--- src/hw/sfp_pkg.sv ---
package sfp_pkg;
   // =====================================================
   // Timing
   // =====================================================
   localparam int unsigned CLK_PERIOD_NS            = 10;
   localparam int unsigned SUPPLY_TO_SELECT_DELAY_US = 85;
   localparam int unsigned POWERUP_WRITE_DELAY_MS    = 3;
   localparam int unsigned SEL_DELAY_CYC  = (SUPPLY_TO_SELECT_DELAY_US * 1000 + CLK_PERIOD_NS - 1) / CLK_PERIOD_NS;
   localparam int unsigned PUW_DELAY_CYC  = (POWERUP_WRITE_DELAY_MS * 1000000) / CLK_PERIOD_NS;
   localparam int unsigned CNT_W          = 22;

   // =====================================================
   // Frame layout
   // =====================================================
   localparam int unsigned PAGE_ADDR_BITS = 13;
   localparam int unsigned BYTE_ADDR_BITS = 10;
   localparam int unsigned ADDR_BITS      = 24;
   localparam int unsigned OPC_BITS       = 8;
   localparam int unsigned BITCNT_W       = 7;
   localparam logic [7:0] OPC_MAIN_READ   = 8'hd2;
   localparam logic [7:0] OPC_BUF1_READ   = 8'hd4;
   localparam logic [7:0] OPC_BUF2_READ   = 8'hd6;
   localparam logic [7:0] OPC_BUF1_LREAD  = 8'hd1;
   localparam logic [7:0] OPC_BUF2_LREAD  = 8'hd3;
   localparam logic [7:0] OPC_STATUS      = 8'hd7;
   localparam logic [2:0] DUMMY_MAIN      = 3'h4;
   localparam logic [2:0] DUMMY_BUF       = 3'h1;
   localparam logic [2:0] DUMMY_NONE      = 3'h0;

   typedef enum logic [2:0] {
      SFP_ST_IDLE   = 3'b000,
      SFP_ST_OPC    = 3'b001,
      SFP_ST_ADDR   = 3'b010,
      SFP_ST_DUMMY  = 3'b011,
      SFP_ST_DATA   = 3'b100,
      SFP_ST_IGNORE = 3'b101
   } sfp_state_t;
endpackage

--- src/hw/sfp_pins_if.sv ---
`timescale 1ns/100ps
interface sfp_pins_if;
   logic sclk_s;
   logic cs_fall;
   logic cs_high;
   logic sclk_rise;
   logic sclk_fall;
   logic sin_s;
   modport src (output sclk_s, cs_fall, cs_high, sclk_rise, sclk_fall, sin_s);
   modport dst (input sclk_s, cs_fall, cs_high, sclk_rise, sclk_fall, sin_s);
endinterface

--- src/hw/sfp_pin_sync.sv ---
`timescale 1ns/100ps
module sfp_pin_sync
   import sfp_pkg::*;
(
   input  wire logic mclk,
   input  wire logic reset_n,
   input  wire logic sclk,
   input  wire logic cs_n,
   input  wire logic sin,
   sfp_pins_if.src   pins
);
   // =====================================================
   // Two-stage synchronisers, then edge detect on stage two
   // =====================================================
   logic [2:0] meta_reg, meta_next;
   logic [2:0] sync_reg, sync_next;
   logic [2:0] last_reg, last_next;

   always_comb begin
      meta_next = {sclk, cs_n, sin};
      sync_next = meta_reg;
      last_next = sync_reg;
   end

   always_ff @(posedge mclk or negedge reset_n) begin
      if (!reset_n) begin
         // Idle bus: clock high, select high
         meta_reg <= 3'h6;
         sync_reg <= 3'h6;
         last_reg <= 3'h6;
      end else begin
         meta_reg <= meta_next;
         sync_reg <= sync_next;
         last_reg <= last_next;
      end
   end

   assign pins.sclk_s    = sync_reg[2];
   assign pins.cs_high   = sync_reg[1];
   assign pins.sin_s     = sync_reg[0];
   assign pins.cs_fall   = last_reg[1] & ~sync_reg[1];
   assign pins.sclk_rise = ~last_reg[2] & sync_reg[2];
   assign pins.sclk_fall = last_reg[2] & ~sync_reg[2];
endmodule

--- src/hw/sfp_frontend.sv ---
`timescale 1ns/100ps
module sfp_frontend
   import sfp_pkg::*;
(
   input  wire logic                      mclk,
   input  wire logic                      reset_n,
   input  wire logic                      por_active,
   input  wire logic                      sclk,
   input  wire logic                      cs_n,
   input  wire logic                      sin,
   input  wire logic                      tx_bit,
   output logic                           sout,
   output logic                           sout_oe,
   output logic                           mode3,
   output logic                           standby,
   output logic                           select_ok,
   output logic                           pgm_allowed,
   output logic [7:0]                     opcode,
   output logic [PAGE_ADDR_BITS-1:0]      page_addr_bits,
   output logic [BYTE_ADDR_BITS-1:0]      byte_addr_bits,
   output logic                           cmd_valid,
   output logic                           data_bit,
   output logic                           data_bit_valid,
   output logic                           tx_shift
);
   sfp_pins_if pins ();

   sfp_pin_sync u_sync (
      .mclk    (mclk),
      .reset_n (reset_n),
      .sclk    (sclk),
      .cs_n    (cs_n),
      .sin     (sin),
      .pins    (pins)
   );

   // =====================================================
   // Power-up timers
   // =====================================================
   logic [CNT_W-1:0] up_cnt_reg, up_cnt_next;
   logic             sel_ok_reg, sel_ok_next;
   logic             pgm_ok_reg, pgm_ok_next;
   logic             por_meta_reg, por_sync_reg;

   always_comb begin
      up_cnt_next = up_cnt_reg;
      sel_ok_next = sel_ok_reg;
      pgm_ok_next = pgm_ok_reg;
      if (por_sync_reg) begin
         up_cnt_next = '0;
         sel_ok_next = 1'b0;
         pgm_ok_next = 1'b0;
      end else begin
         if (!pgm_ok_reg) begin
            up_cnt_next = up_cnt_reg + CNT_W'(1);
         end
         if (up_cnt_reg >= CNT_W'(SEL_DELAY_CYC - 1)) begin
            sel_ok_next = 1'b1;
         end
         if (up_cnt_reg >= CNT_W'(PUW_DELAY_CYC - 1)) begin
            pgm_ok_next = 1'b1;
         end
      end
   end

   always_ff @(posedge mclk or negedge reset_n) begin
      if (!reset_n) begin
         por_meta_reg <= 1'b1;
         por_sync_reg <= 1'b1;
         up_cnt_reg   <= '0;
         sel_ok_reg   <= 1'b0;
         pgm_ok_reg   <= 1'b0;
      end else begin
         por_meta_reg <= por_active;
         por_sync_reg <= por_meta_reg;
         up_cnt_reg   <= up_cnt_next;
         sel_ok_reg   <= sel_ok_next;
         pgm_ok_reg   <= pgm_ok_next;
      end
   end

   // =====================================================
   // Command framing
   // =====================================================
   sfp_state_t               st_reg, st_next;
   logic                     mode3_reg, mode3_next;
   logic [BITCNT_W-1:0]      cnt_reg, cnt_next;
   logic [2:0]               dummy_reg, dummy_next;
   logic [7:0]               opc_reg, opc_next;
   logic [ADDR_BITS-1:0]     addr_reg, addr_next;
   logic                     cmdv_reg, cmdv_next;
   logic                     dbit_reg, dbit_next;
   logic                     dvld_reg, dvld_next;
   logic                     oe_reg, oe_next;
   logic                     so_reg, so_next;
   logic                     txs_reg, txs_next;
   logic [7:0]               opc_in;
   logic                     drive_phase;

   assign opc_in      = {opc_reg[6:0], pins.sin_s};
   // Status read drives right after its opcode, d1/d3 reads right after the address; other reads drive after dummies
   assign drive_phase = (st_reg == SFP_ST_DATA) && (opc_reg == OPC_STATUS || dummy_reg != DUMMY_NONE
                        || opc_reg == OPC_BUF1_LREAD || opc_reg == OPC_BUF2_LREAD);

   always_comb begin
      st_next    = st_reg;
      mode3_next = mode3_reg;
      cnt_next   = cnt_reg;
      dummy_next = dummy_reg;
      opc_next   = opc_reg;
      addr_next  = addr_reg;
      cmdv_next  = 1'b0;
      dbit_next  = dbit_reg;
      dvld_next  = 1'b0;
      oe_next    = oe_reg;
      so_next    = so_reg;
      txs_next   = 1'b0;
      if (por_sync_reg) begin
         st_next    = SFP_ST_IDLE;
         mode3_next = 1'b1;
         oe_next    = 1'b0;
      end else if (pins.cs_high) begin
         st_next = SFP_ST_IDLE;
         oe_next = 1'b0;
      end else if (pins.cs_fall) begin
         mode3_next = pins.sclk_s;
         cnt_next   = '0;
         st_next    = SFP_ST_OPC;
      end else begin
         unique case (st_reg)
            SFP_ST_OPC: begin
               if (pins.sclk_rise) begin
                  opc_next = opc_in;
                  cnt_next = cnt_reg + BITCNT_W'(1);
                  if (cnt_reg == BITCNT_W'(OPC_BITS - 1)) begin
                     cnt_next  = '0;
                     cmdv_next = (opc_in == OPC_STATUS);
                     if (opc_in == OPC_STATUS) begin
                        dummy_next = DUMMY_NONE;
                        st_next    = SFP_ST_DATA;
                     end else if (opc_in == OPC_MAIN_READ) begin
                        dummy_next = DUMMY_MAIN;
                        st_next    = SFP_ST_ADDR;
                     end else if (opc_in == OPC_BUF1_READ || opc_in == OPC_BUF2_READ) begin
                        dummy_next = DUMMY_BUF;
                        st_next    = SFP_ST_ADDR;
                     end else begin
                        dummy_next = DUMMY_NONE;
                        st_next    = SFP_ST_ADDR;
                     end
                  end
               end
            end
            SFP_ST_ADDR: begin
               if (pins.sclk_rise) begin
                  addr_next = {addr_reg[ADDR_BITS-2:0], pins.sin_s};
                  cnt_next  = cnt_reg + BITCNT_W'(1);
                  if (cnt_reg == BITCNT_W'(ADDR_BITS - 1)) begin
                     cnt_next = '0;
                     if (dummy_reg == DUMMY_NONE) begin
                        cmdv_next = 1'b1;
                        st_next   = SFP_ST_DATA;
                     end else begin
                        st_next = SFP_ST_DUMMY;
                     end
                  end
               end
            end
            SFP_ST_DUMMY: begin
               if (pins.sclk_rise) begin
                  cnt_next = cnt_reg + BITCNT_W'(1);
                  if (cnt_reg == BITCNT_W'({dummy_reg, 3'h0} - 7'h1)) begin
                     cnt_next  = '0;
                     cmdv_next = 1'b1;
                     st_next   = SFP_ST_DATA;
                  end
               end
            end
            SFP_ST_DATA: begin
               if (pins.sclk_rise) begin
                  dbit_next = pins.sin_s;
                  dvld_next = 1'b1;
               end
               if (pins.sclk_fall && drive_phase) begin
                  oe_next  = 1'b1;
                  so_next  = tx_bit;
                  txs_next = 1'b1;
               end
            end
            SFP_ST_IGNORE: begin
               // Early selection stays refused until select rises
               st_next = SFP_ST_IGNORE;
            end
            default: begin
               st_next = SFP_ST_IDLE;
            end
         endcase
      end
      // Selection too early after supply is not honoured
      if (!sel_ok_reg && !pins.cs_high && st_next == SFP_ST_OPC && pins.cs_fall) begin
         st_next = SFP_ST_IGNORE;
      end
   end

   always_ff @(posedge mclk or negedge reset_n) begin
      if (!reset_n) begin
         st_reg    <= SFP_ST_IDLE;
         mode3_reg <= 1'b1;
         cnt_reg   <= '0;
         dummy_reg <= DUMMY_NONE;
         opc_reg   <= 8'h00;
         addr_reg  <= '0;
         cmdv_reg  <= 1'b0;
         dbit_reg  <= 1'b0;
         dvld_reg  <= 1'b0;
         oe_reg    <= 1'b0;
         so_reg    <= 1'b0;
         txs_reg   <= 1'b0;
      end else begin
         st_reg    <= st_next;
         mode3_reg <= mode3_next;
         cnt_reg   <= cnt_next;
         dummy_reg <= dummy_next;
         opc_reg   <= opc_next;
         addr_reg  <= addr_next;
         cmdv_reg  <= cmdv_next;
         dbit_reg  <= dbit_next;
         dvld_reg  <= dvld_next;
         oe_reg    <= oe_next;
         so_reg    <= so_next;
         txs_reg   <= txs_next;
      end
   end

   // =====================================================
   // Outputs
   // =====================================================
   logic standby_reg;
   always_ff @(posedge mclk or negedge reset_n) begin
      if (!reset_n) begin
         standby_reg <= 1'b0;
      end else begin
         standby_reg <= ~por_sync_reg & (st_next == SFP_ST_IDLE);
      end
   end

   assign sout           = so_reg;
   assign sout_oe        = oe_reg;
   assign mode3          = mode3_reg;
   assign standby        = standby_reg;
   assign select_ok      = sel_ok_reg;
   assign pgm_allowed    = pgm_ok_reg;
   assign opcode         = opc_reg;
   assign page_addr_bits = addr_reg[ADDR_BITS-2 -: PAGE_ADDR_BITS];
   assign byte_addr_bits = addr_reg[BYTE_ADDR_BITS-1:0];
   assign cmd_valid      = cmdv_reg;
   assign data_bit       = dbit_reg;
   assign data_bit_valid = dvld_reg;
   assign tx_shift       = txs_reg;
endmodule

--- config.mk ---
export PLATFORM = sky130hd
export DESIGN_NAME = sfp_frontend
export DESIGN_NICKNAME = d
export VERILOG_FILES = /design/src/hw/sfp_pkg.sv /design/src/hw/sfp_pins_if.sv /design/src/hw/sfp_pin_sync.sv /design/src/hw/sfp_frontend.sv
export SDC_FILE = /design/constraint.sdc
export NUM_CORES = 1
export LEC_CHECK = 0
export ABC_AREA = 1
export BUFFER_PORTS_ARGS = -buffer_cell sky130_fd_sc_hd__buf_2
export CORE_MARGIN = 2
export CORE_UTILIZATION = 63
export DETAILED_ROUTE_END_ITERATION = 10
export GPL_ROUTABILITY_DRIVEN = 0
export HOLD_SLACK_MARGIN = 0.08
export PLACE_DENSITY_LB_ADDON = 0.2
export SYNTH_ARGS = -nofsm -noshare
export SYNTH_HDL_FRONTEND = slang
export SYNTH_SLANG_ARGS = --single-unit
--- constraint.sdc ---
create_clock -name mclk -period 2.51 [get_ports mclk]
set_clock_uncertainty 0.1 [all_clocks]
set_input_delay 0.3765 -clock mclk [delete_from_list [all_inputs] [get_ports mclk]]
set_output_delay 0.3765 -clock mclk [all_outputs]
set_load 0.005 [all_outputs]
After elaboration in Yosys (flattened, before gate mapping):

Cells that the tools add are included.

* add/sub/neg operators: 3
* order comparisons: 2
* equal/unequal tests: 22
* multiplexer cells: 59
* bitwise gates (word level): 9
* reductions and logical operators: 28

Operator list (count)
* equality test 8 bit, second input constant: 7
* two-way mux 7 bit: 7
* two-way mux 22 bit: 2
* two-way mux 3 bit: 14
* two-way mux 1 bit: 33
* adder 22 x 1 -> 22 bit, second input constant: 1
* greater-or-equal comparator 22 x 14 -> 1 bit, second input constant: 1
* greater-or-equal comparator 22 x 19 -> 1 bit, second input constant: 1
* one-hot mux 7 bit (3 select lines): 1
* AND reduction 5 bit: 4
* one-hot mux 3 bit (5 select lines): 1
* AND reduction 6 bit: 2
* != test 3 bit, second input constant: 3
* nonzero test 3 bit: 3
* adder 7 x 1 -> 7 bit, second input constant: 1
* equality test 7 x 3 -> 1 bit, second input constant: 1
* equality test 7 x 5 -> 1 bit, second input constant: 1
* equality test 7 bit: 1
* subtractor 6 x 1 -> 7 bit, second input constant: 1
* equality test 3 x 1 -> 1 bit, second input constant: 2
* equality test 3 x 2 -> 1 bit, second input constant: 2
* equality test 3 bit, second input constant: 2
* zero test 3 bit: 2
* nonzero test 2 bit: 3
* 12 further kinds: 27

* register bits: 87
* input bits: 7
* logic and storage cells: 144

Depth between registers and ports, before layout:

* word-level depth: 14
* mapped depth: 12

Hierarchy:

From an unflattened synthesis, not the netlist that was laid out.

* cells, all modules: 479
* area, all modules: 4160.2 µm²

By module, submodules not included
* sfp_frontend: times used 1, cells an instance 465, area an instance 3930.0 µm², seq. area each 1930.6 µm²
* sfp_pin_sync: times used 1, cells an instance 14, area an instance 230.2 µm², seq. area each 207.7 µm²

Least setup slack after synthesis:

No wires, ideal clock.

* path type: register to register
* from: reg dummy_reg[0]
* to: reg cnt_reg[5]
* library setup time: 0.128 ns
* data arrival time: 1.437 ns
* setup slack: 0.845 ns
* stages on the path, launching flop included: 10
* buffers on the path: 0
* clock period less this slack: 1.665 ns
* path through: dfrtp_1 -> inv_1 -> ha_1 -> xnor2_1 -> nor2_2 -> nand2_1 -> nand2_1 -> nand3_1 -> a21oi_1 -> a21boi_1

* cells in the longest elaborated chain, start to end: 6

Ends and longest elaborated chain
* from (decl): line sfp_frontend.sv:88 `logic [2:0] dummy_reg, dummy_next;`
* from (signal assigned): line sfp_frontend.sv:223 `dummy_reg <= dummy_next;`
* subtractor 6 x 1 -> 7 bit: line sfp_frontend.sv:172 `if (cnt_reg == BITCNT_W'({dummy_reg, 3'h0} - 7'h1)) begin`
* equality test 7 bit: line sfp_frontend.sv:172
* two-way mux 7 bit: line sfp_frontend.sv:172
* two-way mux 7 bit: line sfp_frontend.sv:170 `if (pins.sclk_rise) begin`
* one-hot mux 7 bit (3 select lines): line sfp_frontend.sv:130 `unique case (st_reg)`
* two-way mux 7 bit: line sfp_frontend.sv:125 `end else if (pins.cs_fall) begin`
* to (signal assigned): line sfp_frontend.sv:222 `cnt_reg <= cnt_next;`
* to (decl): line sfp_frontend.sv:87 `logic [BITCNT_W-1:0] cnt_reg, cnt_next;`

Every way passes these cells. The select of a mux whose other input is x is not followed.
A chain may end at the register's enable or synchronous reset.

Worst setup path in the final report:

Ends and elaborated chain as after synthesis.

==> metrics.yaml <==
synth_area_sq_um: 4210
grt_pass1_wl_um: 14600
viasPerCell: 5.55
setup_ws_ps: 631
largest_register_ffs: 23
cp.arrival_ps: 2010
status: "completed"
leakage_nw: 2.44
dr_total_vias: 3398
critPathKind: "reg -> reg"
cts_sinks: 85
cts_buffer_depth: 2
hpwl_um: 6100
combPwrFrac: 0.042
ant_nets: 0
ys_seq_area_frac: 0.508
critPathBufInv: 2
cts_made_buffers: 9
cap_violations: 0
die_area_sq_um: 7340
num_rows: 29
fp.dieW_um: 85.7
yosys_warnings: 0
cts_tree: "built"
seqPwrFrac: 0.563
drc: 0
cts_setup_buffers: 0
netSwitchingPower_uw: 590
pin_count: 48
antenna_found_initial: 0
post_cts_resize_count: 0
reg2reg_slack_ps: 630
tightest_slew_ps: 561
synthTopCellsByArea: "dfrtp_1 (45%), nand2_1 (8.0%), dfstp_2 (5.6%)"
core_sq_um: 6390
syn_nets: 482
ys_types: 41
grt.total_usage: 0.249
area_growth_pct: 13.4
slowest_stage: "dfrtp_1"
synth_area_per_cell_sq_um: 8.91
rsz0062_at_grt: "false"
drt_iter0_markers: 269
dp_slack_ps: 644
min_period_ps: 1880
post_drt_wl_per_cell_um: 13.5
start_util: 0.659
critPathLaunchType: "flip-flop"
internal-power_mw: 1.92
cp_common_cell: "nand2_1"
dieHeight_um: 85.7
synth_top_area_share: 0.452
clk_pin_slew_ps: 90
holdWs_ps: 117
fin_nets: 540
drive_gt1_frac: 0.228
ir_drop_mv: 0.435
fin_crit_sh: 0.749
finalHoldViolCount: 0
dr.pass1.iters: 4
synth-seq-cells: 85
max_slew_margin: 0.626
cts.root.buffer_cell: "clkbuf_8"
synth_top_area_cell: "dfrtp_1"
slew_violations: 0
worstPathRequired_ps: 2640
grt_overflow: 0
cts_hold_buffers: 5
port_buffers: 47
power_frac_clock: 0.395
grt_max_degree: 56
fmax_ghz: 0.532
insertion_delay_ps: 360
synthCells: 472
fin_util: 0.747
diodes: 0
critical_path.max_stage_delay_ps: 400
routed_wl_um: 8290
power_density_nw_per_um2: 526
end_kind: "flip-flop"
crit_fanout: 5
swShare: 0.235
grt_pass1_vias: 3256
tns_ps: 0
htreeDepth: 3
setup_viol: 0
path_delay_family: "simple AND/OR/NAND/NOR gates"
hold_class: "in -> reg"
cp_cell_sequence: "inv_1, ha_1, inv_1, nand2_1, nand3_1, nor2_2, nand2_1, nand2_1, nand3_1, a21oi_1, a21boi_1"
[area by class of cell]
type	count	area [sq um]
Clock inverter	6	70.1
Sequential cell	85	2140
Inverter	68	255
Multi-Input combinational cell	313	1770
Timing Repair Buffer	53	308
Tap cell	77	96.3
Clock buffer	10	138
Fill cell	458	1620
[worst paths after layout]
kind / start / endpoint / cells past startpoint
worst max-delay path: dummy_reg[0] / cnt_reg[5] / 11
worst min-delay path: tx_bit / sout / 3
worst max register to register: dummy_reg[0] / cnt_reg[5] / 11
worst min register to register: u_sync.meta_reg[0] / u_sync.last_next[0] / 0
max in group asynchronous: reset_n / u_sync.meta_reg[1] / 3
min in group asynchronous: reset_n / opcode[5] / 2
[layer usage]
layer  GRT usage  routed length (um)
met5           0                   0
met4      0.0808                  92
met3      0.0500                 387
met2       0.397                4090
met1       0.347                3720
[power by group through the flow]
stage / combinational [mW] / clock (mW) / sequential, mW
global route: 0.121 / 1.07 / 1.42
CTS: 0.108 / 1.01 / 1.41
finish: 0.105 / 0.991 / 1.41
detailed placement: 0.101 / 0 / 1.44
global placement: 0.0992 / 0 / 1.44
floorplan: 0.0538 / 0 / 1.43
[placed cells by master, fill, tap and decap left out, types with 10 or more instances in the layout]
master / Yosys / routed
a21oi_1: 26 / 26
buf_2: 1 / 46
nor3_1: 13 / 13
nand3_1: 37 / 37
nand4_1: 14 / 14
inv_1: 58 / 58
mux2_4: 14 / 14
o21ai_0: 24 / 24
clkbuf_8: 0 / 10
dfrtp_1: 76 / 76
nand2_1: 90 / 90
inv_2: 10 / 10
nor2_1: 39 / 39
[cell usage after synthesis, drive strengths merged]
master and instances:
a22oi 1, a21boi 1, dfrtp 76, nor3 14, o2111ai 1, o211ai 1
nand2 94, a211oi 2, nand4 15, ha 3, o22ai 1, a31oi 1
xnor2 1, inv 68, clkbuf 2, o31ai 1, buf 4, a21o 1
o21ai 34, nor4 5, and3 1, nand3 38, a21oi 26, or2 1
dfstp 9, mux2 20, xor2 1, nor2 50
[worst reg2reg max path: cells and delay by family, from the launching register on]
kind,cells,cell delay [ps]
AOI/OAI and AO/OA,2,290
adders and majority gates,1,230
buffers and inverters,2,170
DFF,1,400
and+or+nand+nor,6,570
[stage by stage]
step | cell area, sq um | power [mW] | instances
6_report | 4770 | 2.51 | 612
4_1_cts | 4770 | 2.53 | 612
3_5_place_dp | 4510 | 1.54 | 591
2_1_floorplan | 4210 | 1.49 | 472
3_3_place_gp | 4510 | 1.54 | 591
5_1_grt | 4770 | 2.61 | 612
[kinds of logic (layout without fill, tap and decap cells)]
kind of cell,after synthesis,in the layout,synth area share
and+or+nand+nor,218,218,0.251
muxes,20,20,0.0661
xor gates and xnor gates,2,2,0.00417
buffers and inverters,74,137,0.0717
AOI/OAI and AO/OA,70,70,0.0899
adders and majority gates,3,3,0.00893
DFF,85,85,0.508
No activity file was read; power rests on OpenSTA's default activity.
